--- src/mopac_pkg.sv ---
// Package of constants for the motor operation and I/O action parameter block.
// Behaviour
// Parameters apply by class: class A at once, class B when the motor has stopped, class C on a configuration command.
// The softening filter setting takes 0, 1 or 2, resets to 0 and applies only when stopped.
// An active softening filter smooths the acceleration and deceleration ramps, so ramps may last longer.
// The deceleration mode setting picks one of three stop methods coded 0 to 2 and resets to 0.
// The coasting stop applies no braking unless the set deceleration time is longer than the coast.
// The direction setting maps positive to counterclockwise at 0 and clockwise at 1, resets to 1, applies on configuration.
// The chosen direction applies on the forward input in two-wire mode and on the direction input in three-wire mode.
// The input mode setting picks two-wire at 0 and three-wire at 1, with three-wire after reset.
// The speed-reached output is high while the actual speed is within the detection width of the set speed.
// The detection width spans 1 to 400 r/min, resets to 200 and applies at once.
// Load holding at 1 makes a holding force when stopped, at 0 (reset) none, and applies on configuration.
// With load holding on, force appears once the stopped shaft has moved about 15 degrees.
// A holding torque limit of -1 (reset) uses the torque limit of the selected operation data; range is -1 to 50.
// A torque limit above 50 percent is clamped to 50 percent for holding.
// A holding torque limit of 0 to 50 percent is used as it is.
// An alarm or loss of power removes the holding force.
// The speed-reached output drops as soon as the speed leaves the window.
package mopac_pkg;
  localparam int SPD_W = 12;
  localparam int TRQ_W = 8;
  localparam int POS_W = 16;
  localparam logic [1:0] FILT_RST = 2'h0;
  localparam logic [1:0] FILT_MAX = 2'h2;
  localparam logic [1:0] DEC_RST = 2'h0;
  localparam logic [1:0] DEC_COAST = 2'h1;
  localparam logic [1:0] DEC_MAX = 2'h2;
  localparam logic DIR_RST = 1'h1;
  localparam logic MODE_RST = 1'h1;
  localparam logic HOLD_RST = 1'h0;
  localparam logic [SPD_W-1:0] WIDTH_RST = 12'h0C8;
  localparam logic [SPD_W-1:0] WIDTH_MIN = 12'h001;
  localparam logic [SPD_W-1:0] WIDTH_MAX = 12'h190;
  localparam logic signed [TRQ_W-1:0] HTRQ_RST = -8'sh01;
  localparam logic signed [TRQ_W-1:0] HTRQ_MAX = 8'sh32;
  // Shaft displacement that triggers holding, in degrees of shaft travel.
  localparam logic [POS_W-1:0] HOLD_DISP = 16'h000F;
  // Softening filter ramp step divisors, as a right shift of the speed error.
  localparam int FILT1_SHIFT = 3;
  localparam int FILT2_SHIFT = 5;
endpackage : mopac_pkg

--- src/mopac_core.sv ---
// Operation and I/O action parameter logic of the motor driver.
`timescale 1ns/1ps
module mopac_core (
  input wire logic i_clock,
  input wire logic i_rst_n,
  input wire logic i_cfg_apply,
  input wire logic i_wr_filter,
  input wire logic [1:0] i_filter_val,
  input wire logic i_wr_decel,
  input wire logic [1:0] i_decel_val,
  input wire logic i_wr_dir,
  input wire logic i_dir_val,
  input wire logic i_wr_mode,
  input wire logic i_mode_val,
  input wire logic i_wr_width,
  input wire logic [mopac_pkg::SPD_W-1:0] i_width_val,
  input wire logic i_wr_hold,
  input wire logic i_hold_val,
  input wire logic i_wr_htrq,
  input wire logic signed [mopac_pkg::TRQ_W-1:0] i_htrq_val,
  input wire logic i_forward_run_input,
  input wire logic i_direction_select_input,
  input wire logic i_stop_request,
  input wire logic [mopac_pkg::SPD_W-1:0] i_set_speed,
  input wire logic [mopac_pkg::SPD_W-1:0] i_actual_speed,
  input wire logic [mopac_pkg::SPD_W-1:0] i_decel_ramp_step,
  input wire logic [mopac_pkg::SPD_W-1:0] i_coast_step,
  input wire logic [mopac_pkg::TRQ_W-1:0] i_data_trq_limit,
  input wire logic [mopac_pkg::POS_W-1:0] i_shaft_disp,
  input wire logic i_alarm,
  input wire logic i_power_ok,
  output logic o_running,
  output logic o_dir_cw,
  output logic [mopac_pkg::SPD_W-1:0] o_speed_cmd,
  output logic o_brake_on,
  output logic o_regen_return,
  output logic o_speed_reached_output,
  output logic o_hold_active,
  output logic [mopac_pkg::TRQ_W-1:0] o_hold_trq,
  output logic [1:0] o_filter_eff,
  output logic o_dir_eff,
  output logic o_hold_eff
);

  // ****************************************************************
  // State
  // ****************************************************************
  typedef struct packed {
    logic [1:0] fwd_sync;
    logic [1:0] dsel_sync;
    logic [1:0] stop_sync;
    logic [1:0] filt_pend;
    logic [1:0] filt;
    logic [1:0] decel;
    logic dir_pend;
    logic dir;
    logic dir_out;
    logic mode;
    logic hold_pend;
    logic hold;
    logic [mopac_pkg::SPD_W-1:0] width;
    logic signed [mopac_pkg::TRQ_W-1:0] htrq;
    logic [mopac_pkg::SPD_W-1:0] cmd;
    logic run;
    logic reached;
    logic holding;
    logic [mopac_pkg::TRQ_W-1:0] hold_trq;
  } mopac_state_s;

  mopac_state_s st_q;
  mopac_state_s st_d;

  logic run_req;
  logic [mopac_pkg::SPD_W-1:0] target;
  logic [mopac_pkg::SPD_W-1:0] err;
  logic [mopac_pkg::SPD_W-1:0] step;
  logic [mopac_pkg::SPD_W-1:0] dec_step;
  logic [mopac_pkg::SPD_W-1:0] diff;
  logic [mopac_pkg::TRQ_W-1:0] base_trq;
  logic stopped;

  // ****************************************************************
  // Next state
  // ****************************************************************
  // Inputs from pins pass two flops before use; only stage one feeds stage two.
  always_comb begin
    st_d = st_q;
    st_d.fwd_sync = {st_q.fwd_sync[0], i_forward_run_input};
    st_d.dsel_sync = {st_q.dsel_sync[0], i_direction_select_input};
    st_d.stop_sync = {st_q.stop_sync[0], i_stop_request};
    stopped = !st_q.run && (st_q.cmd == '0);
    // Class A settings take effect at once; out of range values are refused.
    if (i_wr_width && i_width_val >= mopac_pkg::WIDTH_MIN
        && i_width_val <= mopac_pkg::WIDTH_MAX) begin
      st_d.width = i_width_val;
    end
    if (i_wr_htrq && i_htrq_val >= mopac_pkg::HTRQ_RST
        && i_htrq_val <= mopac_pkg::HTRQ_MAX) begin
      st_d.htrq = i_htrq_val;
    end
    if (i_wr_decel && i_decel_val <= mopac_pkg::DEC_MAX) begin
      st_d.decel = i_decel_val;
    end
    if (i_wr_mode) begin
      st_d.mode = i_mode_val;
    end
    // Class B and C writes are held pending until their moment comes.
    if (i_wr_filter && i_filter_val <= mopac_pkg::FILT_MAX) begin
      st_d.filt_pend = i_filter_val;
    end
    if (i_wr_dir) begin
      st_d.dir_pend = i_dir_val;
    end
    if (i_wr_hold) begin
      st_d.hold_pend = i_hold_val;
    end
    if (stopped) begin
      st_d.filt = st_q.filt_pend;
    end
    if (i_cfg_apply) begin
      st_d.dir = st_q.dir_pend;
      st_d.hold = st_q.hold_pend;
    end
    // Two-wire drives the stored direction; three-wire reverses it while the select pin is low.
    if (st_q.mode && !st_q.dsel_sync[1]) begin
      st_d.dir_out = !st_q.dir;
    end else begin
      st_d.dir_out = st_q.dir;
    end
    // Two-wire runs on the forward input; three-wire latches run until a stop.
    if (st_q.mode) begin
      run_req = st_q.run ? !st_q.stop_sync[1] : st_q.fwd_sync[1];
    end else begin
      run_req = st_q.fwd_sync[1];
    end
    st_d.run = run_req && !i_alarm && i_power_ok;
    target = st_q.run ? i_set_speed : '0;
    err = (target > st_q.cmd) ? target - st_q.cmd : st_q.cmd - target;
    // The softening filter cuts each step to a shifted fraction of the speed error, so ramps ease into the target.
    case (st_q.filt)
      2'h1: step = err >> mopac_pkg::FILT1_SHIFT;
      2'h2: step = err >> mopac_pkg::FILT2_SHIFT;
      default: step = err;
    endcase
    if (step == '0 && err != '0) begin
      step = {{(mopac_pkg::SPD_W-1){1'b0}}, 1'b1};
    end
    // Coasting follows the slower of coast and set deceleration.
    if (st_q.decel == mopac_pkg::DEC_COAST && i_coast_step < i_decel_ramp_step) begin
      dec_step = i_coast_step;
    end else begin
      dec_step = i_decel_ramp_step;
    end
    if (target > st_q.cmd) begin
      st_d.cmd = st_q.cmd + step;
    end else if (target < st_q.cmd) begin
      st_d.cmd = st_q.cmd - ((step > dec_step) ? dec_step : step);
    end
    // Window check sets and clears the speed-reached flag each cycle.
    diff = (i_actual_speed > i_set_speed) ? i_actual_speed - i_set_speed
                                          : i_set_speed - i_actual_speed;
    st_d.reached = (diff <= st_q.width);
    // Holding torque: operation data limit for -1, else the setting, capped at 50.
    base_trq = (st_q.htrq < 0) ? i_data_trq_limit : st_q.htrq[mopac_pkg::TRQ_W-1:0];
    st_d.hold_trq = (base_trq > mopac_pkg::HTRQ_MAX) ? mopac_pkg::HTRQ_MAX : base_trq;
    // Hold engages after the displacement threshold, drops on alarm or power loss.
    if (i_alarm || !i_power_ok || !st_q.hold || !stopped) begin
      st_d.holding = 1'b0;
    end else if (i_shaft_disp >= mopac_pkg::HOLD_DISP) begin
      st_d.holding = 1'b1;
    end
  end

  // ****************************************************************
  // Registers
  // ****************************************************************
  // Reset values are constants only.
  always_ff @(posedge i_clock or negedge i_rst_n) begin
    if (!i_rst_n) begin
      st_q <= '0;
      st_q.filt_pend <= mopac_pkg::FILT_RST;
      st_q.filt <= mopac_pkg::FILT_RST;
      st_q.decel <= mopac_pkg::DEC_RST;
      st_q.dir_pend <= mopac_pkg::DIR_RST;
      st_q.dir <= mopac_pkg::DIR_RST;
      st_q.mode <= mopac_pkg::MODE_RST;
      st_q.hold_pend <= mopac_pkg::HOLD_RST;
      st_q.hold <= mopac_pkg::HOLD_RST;
      st_q.width <= mopac_pkg::WIDTH_RST;
      st_q.htrq <= mopac_pkg::HTRQ_RST;
    end else begin
      st_q <= st_d;
    end
  end

  // Outputs come from state flops only; brake, regen and holding torque pass through a little decode logic.
  assign o_running = st_q.run;
  assign o_dir_cw = st_q.dir_out;
  assign o_speed_cmd = st_q.cmd;
  assign o_brake_on = st_q.decel != mopac_pkg::DEC_COAST;
  assign o_regen_return = st_q.decel == mopac_pkg::DEC_MAX;
  assign o_speed_reached_output = st_q.reached;
  assign o_hold_active = st_q.holding;
  assign o_hold_trq = st_q.holding ? st_q.hold_trq : '0;
  assign o_filter_eff = st_q.filt;
  assign o_dir_eff = st_q.dir;
  assign o_hold_eff = st_q.hold;

  // ****************************************************************
  // Checks
  // ****************************************************************
  chk_width_applied: assert property (@(posedge i_clock) disable iff (!i_rst_n)
    i_wr_width && i_width_val >= mopac_pkg::WIDTH_MIN && i_width_val <= mopac_pkg::WIDTH_MAX
      |=> st_q.width == $past(i_width_val))
    else $error("width write not applied at once");
  chk_dir_on_cfg: assert property (@(posedge i_clock) disable iff (!i_rst_n)
    !i_cfg_apply |=> o_dir_eff == $past(o_dir_eff))
    else $error("direction changed without configuration");
  chk_hold_on_cfg: assert property (@(posedge i_clock) disable iff (!i_rst_n)
    !i_cfg_apply |=> o_hold_eff == $past(o_hold_eff))
    else $error("hold setting changed without configuration");
  chk_filter_stop: assert property (@(posedge i_clock) disable iff (!i_rst_n)
    o_running |=> o_filter_eff == $past(o_filter_eff))
    else $error("filter changed while running");
  chk_reached_win: assert property (@(posedge i_clock) disable iff (!i_rst_n)
    {1'b0, i_actual_speed} <= {1'b0, i_set_speed} + {1'b0, st_q.width}
      && {1'b0, i_set_speed} <= {1'b0, i_actual_speed} + {1'b0, st_q.width}
      |=> o_speed_reached_output)
    else $error("speed reached missing inside window");
  chk_reached_out: assert property (@(posedge i_clock) disable iff (!i_rst_n)
    {1'b0, i_actual_speed} > {1'b0, i_set_speed} + {1'b0, st_q.width}
      || {1'b0, i_set_speed} > {1'b0, i_actual_speed} + {1'b0, st_q.width}
      |=> !o_speed_reached_output)
    else $error("speed reached held outside window");
  chk_hold_drop: assert property (@(posedge i_clock) disable iff (!i_rst_n)
    (i_alarm || !i_power_ok) |=> !o_hold_active)
    else $error("holding force kept on alarm or power loss");
  chk_hold_clamp: assert property (@(posedge i_clock) disable iff (!i_rst_n)
    o_hold_trq <= mopac_pkg::HTRQ_MAX)
    else $error("holding torque above clamp");
  chk_hold_off: assert property (@(posedge i_clock) disable iff (!i_rst_n)
    !o_hold_eff |=> !o_hold_active)
    else $error("holding force while disabled");

  // Filter choice waits for a full stop, and a code above filter two is dropped.
  chk_filter_apply: assert property (@(posedge i_clock) disable iff (!i_rst_n)
    stopped |=> o_filter_eff == $past(st_q.filt_pend))
    else $error("filter choice not applied at standstill");
  chk_filter_refuse: assert property (@(posedge i_clock) disable iff (!i_rst_n)
    i_wr_filter && i_filter_val > mopac_pkg::FILT_MAX
      |=> st_q.filt_pend == $past(st_q.filt_pend))
    else $error("filter taken from a refused code");
  // Stop mode writes take hold at once; a code above the last method is dropped.
  chk_decel_write: assert property (@(posedge i_clock) disable iff (!i_rst_n)
    i_wr_decel && i_decel_val <= mopac_pkg::DEC_MAX
      |=> o_brake_on == ($past(i_decel_val) != mopac_pkg::DEC_COAST))
    else $error("stop mode write not applied at once");
  chk_decel_refuse: assert property (@(posedge i_clock) disable iff (!i_rst_n)
    i_wr_decel && i_decel_val > mopac_pkg::DEC_MAX
      |=> $stable(o_brake_on) && $stable(o_regen_return))
    else $error("stop mode changed by a refused code");
  // The input mode is an immediate setting.
  chk_mode_write: assert property (@(posedge i_clock) disable iff (!i_rst_n)
    i_wr_mode |=> st_q.mode == $past(i_mode_val))
    else $error("input mode write not applied at once");
  // Direction output follows the mode and, in three-wire mode, the select pin.
  chk_dir_two_wire: assert property (@(posedge i_clock) disable iff (!i_rst_n)
    !st_q.mode |=> o_dir_cw == $past(st_q.dir))
    else $error("two-wire direction differs from the setting");
  chk_dir_three_wire: assert property (@(posedge i_clock) disable iff (!i_rst_n)
    st_q.mode |=> o_dir_cw == ($past(st_q.dir) ~^ $past(st_q.dsel_sync[1])))
    else $error("three-wire direction differs from the select pin");

  // ****************************************************************
  // Checks on motion and holding
  // ****************************************************************
  // A softened ramp never closes a large gap in a single step.
  chk_ramp_soft: assert property (@(posedge i_clock) disable iff (!i_rst_n)
    st_q.run && st_q.filt != 2'h0 && {1'b0, i_set_speed} >= {1'b0, st_q.cmd} + 13'h0010
      |=> st_q.cmd < $past(i_set_speed))
    else $error("softened ramp closed a large gap in one step");
  // Slowing down is never faster than the set ramp, nor than the coast when coasting.
  chk_decel_ramp: assert property (@(posedge i_clock) disable iff (!i_rst_n)
    !st_q.run
      |=> {1'b0, st_q.cmd} + {1'b0, $past(i_decel_ramp_step)}
        >= {1'b0, $past(st_q.cmd)})
    else $error("deceleration faster than the set ramp");
  chk_decel_coast: assert property (@(posedge i_clock) disable iff (!i_rst_n)
    !st_q.run && st_q.decel == mopac_pkg::DEC_COAST
      |=> {1'b0, st_q.cmd} + {1'b0, $past(i_coast_step)}
        >= {1'b0, $past(st_q.cmd)})
    else $error("coasting stop braked harder than the coast");
  // Holding torque follows the operation data for -1 and the setting for 0 to 50.
  chk_hold_follow: assert property (@(posedge i_clock) disable iff (!i_rst_n)
    st_q.htrq < 0 && i_data_trq_limit <= mopac_pkg::HTRQ_MAX
      |=> st_q.hold_trq == $past(i_data_trq_limit))
    else $error("holding torque does not follow the operation data");
  chk_hold_setting: assert property (@(posedge i_clock) disable iff (!i_rst_n)
    st_q.htrq >= 0 |=> st_q.hold_trq == $past(st_q.htrq))
    else $error("holding torque differs from its setting");
  // The holding force needs the displacement threshold before it appears.
  chk_hold_engage: assert property (@(posedge i_clock) disable iff (!i_rst_n)
    st_q.hold && stopped && !i_alarm && i_power_ok && i_shaft_disp >= mopac_pkg::HOLD_DISP
      |=> o_hold_active)
    else $error("holding force missing past the threshold");
  chk_hold_early: assert property (@(posedge i_clock) disable iff (!i_rst_n)
    !o_hold_active && i_shaft_disp < mopac_pkg::HOLD_DISP |=> !o_hold_active)
    else $error("holding force before the threshold");

endmodule : mopac_core

--- config.mk ---
export PLATFORM = sky130hd
export DESIGN_NAME = mopac_core
export DESIGN_NICKNAME = d
export VERILOG_FILES = /design/src/mopac_pkg.sv /design/src/mopac_core.sv
export SDC_FILE = /design/constraint.sdc
export NUM_CORES = 1
export LEC_CHECK = 0
export BUFFER_PORTS_ARGS = -buffer_cell sky130_fd_sc_hd__clkbuf_2
export CAP_MARGIN = 20
export CORE_ASPECT_RATIO = 0.6
export CORE_MARGIN = 2
export CORE_UTILIZATION = 58
export CTS_CLUSTER_DIAMETER = 60
export DETAILED_ROUTE_END_ITERATION = 8
export PLACE_DENSITY = 0.84
export SLEW_MARGIN = 20
export SYNTH_ARGS = -nofsm -noshare
export SYNTH_HDL_FRONTEND = slang
export SYNTH_SLANG_ARGS = --single-unit
--- constraint.sdc ---
create_clock -name i_clock -period 7.96 [get_ports i_clock]
set_input_delay 0 -clock i_clock [delete_from_list [all_inputs] [get_ports i_clock]]
set_output_delay 0 -clock i_clock [all_outputs]
set_load 0.01 [all_outputs]
==> impl_metrics.ini, run 1 <==
[final_layout]
drive_gt1_frac = 0.241
design.final.nets = 1278
diodes = 0
area_growth_syn_to_layout_pct = 21.4

[placed_design]
dp_hpwl_microns = 17000
gpl.final_weighted_congestion = 0.985
place.port_buffers = 143

[yosys]
part_of_the_yosys_area_used_for_sequential_elements = 0.207
proportion_of_register_bits_with_asynchronous_set_or_reset_after_synthesis = 1.00
netlist_area_pre_place_sq_um = 7440
yosysWarnings = 0
synth_top_cell_by_area = sky130_fd_sc_hd__ha_1
ys_seq_elements = 61
synthTopCellsByArea = sky130_fd_sc_hd__ha_1 (16%), sky130_fd_sc_hd__dfrtp_1 (16%), sky130_fd_sc_hd__dfstp_2 (4.9%), sky130_fd_sc_hd__inv_1 (4.8%), sky130_fd_sc_hd__mux2i_1 (3.6%)
ys_dominant_reg_cell = sky130_fd_sc_hd__dfrtp_1
synthesized_area_per_cell_sq_um = 8.38
synthTopCellsByCount = sky130_fd_sc_hd__ha_1 (96), sky130_fd_sc_hd__inv_1 (96), sky130_fd_sc_hd__nand2_1 (64)
synthDistinctLibCells = 90
postSynthCellCount = 888
count_of_flip_flops_with_a_built_in_enable_after_synthesis = 0
synth_top_area_frac = 0.161

[floorplanning]
pin_count = 144
initial_utilization = 0.605
die_w_microns = 150
chipHeight_microns = 91.8
floorplan.die_area_sq_um = 13800
rows = 31
core_sq_um = 12300

[grt]
grt_pass1_vias = 7156
grt_first_pass_wirelength_microns = 36300
grt_start_max_net_pins = 62
initial_antenna_violation_count = 0
grt_remaining_overflow = 0
grt_use_total = 0.331

[min_path]
holdPathStages = 3
start_point_of_the_worst_min_delay_path = i_wr_decel
hold_class = input port to flop
holdPathEnd = st_q[49]$_DFFE_PN0P_

[setup_path]
critPathArrivalTime_ps = 7620
timing.rr.start = o_running$_DFF_PN0_
rr_endpoint = o_speed_cmd[10]$_DFFE_PN0P_
startpoint_type = flop
timing.critical_path.required_ps = 8170
crit_fanout = 16
end_kind = flop
crit_path_max_incr_delay_ps = 530
reg2reg_slack_ps = 540
start_to_end_type_of_the_worst_setup_path = flop to flop
most_repeated_library_cell_on_the_critical_path = sky130_fd_sc_hd__a21oi_1
library_cell_contributing_the_largest_single_delay_on_the_critical_path = sky130_fd_sc_hd__ha_1
r2r_cells = 36

[power_and_ir_drop]
powerDensity_nw_per_um2 = 428
power.leakage_nw = 4.44
peakVddDrop_v = 0.000329

[route]
wire_per_inst_microns = 18.5
ant_nets = 0
vias_per_cell = 6.05
postRouteWirelength_microns = 22800
drtIter0Drc = 854
drt_pass1_iterations = 6
via_total_after_detailed_routing = 7465
drcViolationCount = 0

[clock_network]
insertion_delay_ps = 330
cts-root-to-sink-buffers = 2
clock_transition_time_at_the_flip_flop_clock_pins_of_the_worst_setup_and_hold_paths_ps = 50
cts_tree = built
clock-sinks = 61
cts_root_buffer = sky130_fd_sc_hd__clkbuf_16
h-tree-depth = 3
cts_buffers = 9

[flow_run]
cap_violations = 0

[sta]
period_minus_slack_ps = 7420
slew_headroom = 0.480
grt_setup_unrepaired = no
final-hold-violation-count = 0
worst_slew_pin_slew_ps = 779
finClkSkew_ps = 5.45
timing.fmax_ghz = 0.135
timing.final.setup_violations = 0
layout_worst_path_cycle_share = 0.932
slew_violations = 0
final_total_negative_setup_slack_ps = 0
holdWs_ps = 43.2

[run_status]
result_of_the_run = completed
-- report_power, final --
group | internal, W | switching, W
registers | 0.000419 | 0.0000834
logic | 0.00127 | 0.00170
clock network | 0.000251 | 0.000142
-- how the worst max path moves through the flow --
stage	from	to	slack, ps
2_1_floorplan	o_running$_DFF_PN0_	o_speed_cmd[10]$_DFFE_PN0P_	570
3_3_place_gp	o_running$_DFF_PN0_	o_speed_cmd[11]$_DFFE_PN0P_	630
3_5_place_dp	o_running$_DFF_PN0_	o_speed_cmd[10]$_DFFE_PN0P_	310
4_1_cts	o_running$_DFF_PN0_	o_speed_cmd[10]$_DFFE_PN0P_	230
5_1_grt	o_running$_DFF_PN0_	o_speed_cmd[10]$_DFFE_PN0P_	10
6_report	o_running$_DFF_PN0_	o_speed_cmd[10]$_DFFE_PN0P_	540
-- flip-flops by register name (all words and copies together), names as in the netlist --
name                    count
o_hold_eff                  1
o_speed_cmd                12
o_running                   1
o_dir_eff                   1
o_dir_cw                    1
o_hold_active               1
st_q                       38
o_speed_reached_output      1
o_filter_eff                2
st_d                        3
-- cells by family (layout without fill, tap and decap cells) --
| kind of cell | Yosys count | after routing | share of synthesized area |
|---|---|---|---|
| fa+ha+maj | 101 | 101 | 0.175 |
| buf+inv | 137 | 316 | 0.0803 |
| other cells | 1 | 2 | 0.000504 |
| compound gates | 237 | 237 | 0.230 |
| mux | 50 | 50 | 0.0718 |
| xor+xnor | 39 | 39 | 0.0469 |
| flops | 61 | 61 | 0.207 |
| simple gates | 262 | 262 | 0.188 |
-- stage by stage --
step / cell area [sq um] / setup WS (ps) / total power (W) / utilization / instances
6_report: 9040 / 543 / 0.00386 / 0.735 / 1233
3_5_place_dp: 8260 / 315 / 0.00325 / 0.672 / 1172
2_1_floorplan: 7450 / 570 / 0.00263 / - / 889
3_3_place_gp: 8260 / 632 / 0.00321 / 0.672 / 1172
4_1_cts: 8960 / 232 / 0.00371 / 0.729 / 1228
5_1_grt: 9040 / 13.4 / 0.00413 / 0.735 / 1233
-- layer usage --
metal / vias to the layer above / wire length, microns / track usage
met3: 65 / 2610 / 0.0910
met2: 442 / 9850 / 0.510
li1: 3514 / - / -
met4: 0 / 520 / 0.0818
met5: - / 0 / 0
met1: 3444 / 9860 / 0.461
-- worst max-delay path, delay by kind of cell (launching register included) --
family	cells	cell delay, ps
adders and majority gates	4	1290
AOI/OAI and AO/OA	14	2430
DFF	1	510
and+or+nand+nor	15	2770
xor gates and xnor gates	1	170
buffers and inverters	2	120
-- repair_timing --
item,4_1_cts,5_1_grt
hold endpoints to repair,82,0
resized for setup,0,11
setup endpoints to repair,0,3
hold buffers,40,0
setup buffers,0,5
-- cells in the final DEF, fill, tap and decap left out, types with 4 or more instances in the layout --
cell,netlist,layout
sky130_fd_sc_hd__a21oi_1,43,43
sky130_fd_sc_hd__xnor2_1,24,24
sky130_fd_sc_hd__a211oi_1,15,15
sky130_fd_sc_hd__mux2_2,20,20
sky130_fd_sc_hd__mux2i_1,27,27
sky130_fd_sc_hd__o21a_1,14,14
sky130_fd_sc_hd__a21o_1,27,27
sky130_fd_sc_hd__or2_2,6,6
sky130_fd_sc_hd__ha_1,96,95
sky130_fd_sc_hd__nor2_1,54,53
sky130_fd_sc_hd__nand2_1,64,64
sky130_fd_sc_hd__o2111ai_1,5,5
sky130_fd_sc_hd__o21ai_0,45,44
sky130_fd_sc_hd__buf_4,15,21
sky130_fd_sc_hd__inv_1,96,96
sky130_fd_sc_hd__clkbuf_16,0,9
sky130_fd_sc_hd__fa_1,5,5
sky130_fd_sc_hd__nor3_1,16,16
sky130_fd_sc_hd__nand2b_1,13,13
sky130_fd_sc_hd__dfrtp_1,47,46
sky130_fd_sc_hd__and3_1,6,6
sky130_fd_sc_hd__dlygate4sd3_1,0,40
sky130_fd_sc_hd__a221o_1,7,7
sky130_fd_sc_hd__nor2b_1,20,20
sky130_fd_sc_hd__and2_1,17,17
sky130_fd_sc_hd__a31oi_1,6,5
sky130_fd_sc_hd__clkbuf_2,0,143
sky130_fd_sc_hd__dfstp_2,14,14
sky130_fd_sc_hd__nor4_1,9,7
sky130_fd_sc_hd__o21ai_1,6,6
sky130_fd_sc_hd__nand3_1,12,12
sky130_fd_sc_hd__or3_1,5,5
sky130_fd_sc_hd__o211ai_1,10,10
sky130_fd_sc_hd__xor2_1,14,14
sky130_fd_sc_hd__nand4_1,16,16
sky130_fd_sc_hd__o22a_1,4,4
-- area by class of cell --
cell class,instances,area (sq um)
timing repair buffer,204,1270
tap,165,206
clock inverter,5,58.8
fill,874,3260
clock buffer,11,243
sequential,61,1550
multi-input combinational,691,5350
inverter,96,360
Power figures use the tool's default switching activity.
==> run 2, diff against run 1 <==
BUFFER_PORTS_ARGS = not set   (was -buffer_cell sky130_fd_sc_hd__clkbuf_2)
CORE_UTILIZATION = 66   (was 58)
DONT_BUFFER_PORTS = 1   (was not set)
PLACE_DENSITY = 0.83   (was 0.84)
==> run 2 against run 1 <==
Compared with the run above: register-to-register slack got worse by 120 ps; critical path depth fell by 2; count of clock-buffer cells in the layout fell by 1; die area fell by 12%; combinational power rose by 4%; flip-flop and latch count did not move; power rose by 2.2%; utilization rose by 6.5 points; setup slack got worse by 120 ps; sequential power fell by 3%; non-clock buffer count fell by 110.
==> impl_metrics.ini, run 2 (synthesis results as in run 1) <==
[run_status]
result_of_the_run = completed

[placed_design]
dp_hpwl_microns = 17300
place.port_buffers = 0
placement.cell_area_sq_um = 7550
placed_cells_incl_taps = 1008
gpl.final_weighted_congestion = 1.07

[grt]
grt_util_met2 = 0.632
busiest_layer = met2
initial_antenna_violation_count = 0
grt_remaining_overflow = 0
globalRouteMet3Util = 0.129
grt.met1_usage = 0.502
grt_first_pass_wirelength_microns = 37000
grt_pass1_vias = 7269
grt_start_max_net_pins = 62
grt_use_total = 0.390

[route]
drtIter0Drc = 620
wire_per_inst_microns = 22.0
postRouteWirelength_microns = 24100
drcViolationCount = 0
via_total_after_detailed_routing = 7348
ant_nets = 0
drt_pass1_iterations = 9
vias_per_cell = 6.70

[clock_network]
cts_root_buffer = sky130_fd_sc_hd__clkbuf_16
cts-root-to-sink-buffers = 2
cts_buffers = 9
insertion_delay_ps = 340
cts_tree = built
clock-sinks = 61
clock_transition_time_at_the_flip_flop_clock_pins_of_the_worst_setup_and_hold_paths_ps = 60
h-tree-depth = 3

[final_layout]
final_common_cell = sky130_fd_sc_hd__inv_1
design.final.nets = 1168
final_cell_mix = sky130_fd_sc_hd__inv_1 (96), sky130_fd_sc_hd__ha_1 (95), sky130_fd_sc_hd__nand2_1 (64), sky130_fd_sc_hd__dlygate4sd3_1 (56), sky130_fd_sc_hd__nor2_1 (53)
drive_gt1_frac = 0.146
num-fill-cells = 704
multi_input_area_sq_um = 5410
largest_register_ff_count = 38
seqCellArea_sq_um = 1550
final-instance-count-excl-fill = 1097
finalInstanceArea_sq_um = 8620
top_register = st_q
area_growth_syn_to_layout_pct = 15.9
diodes = 0

[sta]
slew_violations = 0
timing.final.setup_violations = 0
period_minus_slack_ps = 7540
worst_slew_pin_slew_ps = 817
layout_worst_path_cycle_share = 0.947
finClkSkew_ps = 5.05
final-hold-violation-count = 0
timing.fmax_ghz = 0.133
slew_headroom = 0.454

[floorplanning]
core_sq_um = 10800
rows = 29
initial_utilization = 0.691
pin_count = 144
floorplan.die_area_sq_um = 12200
die_w_microns = 141
chipHeight_microns = 86.3

[setup_path]
critPathArrivalTime_ps = 7760
end_kind = flop
crit_path_max_incr_delay_ps = 500
crit_fanout = 22
timing.critical_path.required_ps = 8180
r2r_cells = 34
library_cell_contributing_the_largest_single_delay_on_the_critical_path = sky130_fd_sc_hd__ha_1
reg2reg_slack_ps = 420
rr_endpoint = o_speed_cmd[11]$_DFFE_PN0P_
timing.rr.start = o_running$_DFF_PN0_
start_to_end_type_of_the_worst_setup_path = flop to flop
startpoint_type = flop

[min_path]
hold_class = input port to flop
holdPathStages = 3
holdPathEnd = st_q[30]$_DFFE_PN1P_
start_point_of_the_worst_min_delay_path = i_htrq_val[6]

[power_and_ir_drop]
power_total_w = 0.00395
power.leakage_nw = 4.02
peakVddDrop_v = 0.000319
powerDensity_nw_per_um2 = 458

[flow_run]
cap_violations = 0
-- run 2: cell count changes in the layout (fill, tap and decap cells not counted), sizes merged --
| cell | delta |
|---|---|
| clkinv | +4 |
| clkinvlp | -1 |
| buf | +16 |
| inv | -1 |
| dlygate4sd3 | +16 |
| bufinv | -1 |
| clkbuf | -143 |
-- run 2: layer usage --
metal | vias up | routed length, microns
met5 | - | 0
met2 | 511 | 10900
met4 | 0 | 626
met1 | 3477 | 9590
met3 | 69 | 3030
li1 | 3291 | -
-- run 2: per-stage QoR --
stage               utilization  setup TNS (ps)  worst slack [ps]  hold slack (ps)
global route              0.800           -38.4             -35.5             79.8
floorplan                     -               0               570             -296
global placement          0.700               0               378             -294
CTS                       0.781               0              44.2             40.5
detailed placement        0.701               0              2.10             -295
finish                    0.800               0               418             42.5
-- run 2: worst max-delay path by stage --
stage | from | endpoint | slack, ps
floorplan | o_running$_DFF_PN0_ | o_speed_cmd[10]$_DFFE_PN0P_ | 570
global placement | o_running$_DFF_PN0_ | o_speed_cmd[11]$_DFFE_PN0P_ | 380
detailed placement | o_running$_DFF_PN0_ | o_speed_cmd[11]$_DFFE_PN0P_ | 2
CTS | o_running$_DFF_PN0_ | o_speed_cmd[11]$_DFFE_PN0P_ | 40
global route | o_running$_DFF_PN0_ | o_speed_cmd[10]$_DFFE_PN0P_ | -40
finish | o_running$_DFF_PN0_ | o_speed_cmd[11]$_DFFE_PN0P_ | 420
-- run 2: layout make-up --
type | instances | area share
multi-input combinational | 691 | 0.627
sequential | 61 | 0.179
inverter | 96 | 0.0418
timing repair buffer | 94 | 0.100
clock buffer | 10 | 0.0266
clock inverter | 6 | 0.00464
tap | 139 | 0.0202
-- run 2: repair_timing --
action	CTS	global route
buffers inserted	0	16
hold buffers	57	0
setup endpoints to repair	1	6
pin swaps	0	5
gates resized for setup	1	22
cloned	0	0
hold endpoints to repair	98	0
-- run 2: report_power, final --
group / total [W] / internal, W / switching, W / leakage [nW]
clock network: 0.000365 / 0.000210 / 0.000155 / 0.132
logic: 0.00310 / 0.00133 / 0.00177 / 3.17
registers: 0.000487 / 0.000419 / 0.0000676 / 0.713
-- run 2: worst max-delay path: cells and delay by family (launching register included) --
| kind | cells | cell delay, ps |
|---|---|---|
| buffers and inverters | 3 | 460 |
| DFF | 1 | 480 |
| AOI/OAI and AO/OA | 11 | 2350 |
| xor gates and xnor gates | 1 | 150 |
| muxes | 3 | 530 |
| and+or+nand+nor | 13 | 2390 |
| adders and majority gates | 3 | 1060 |
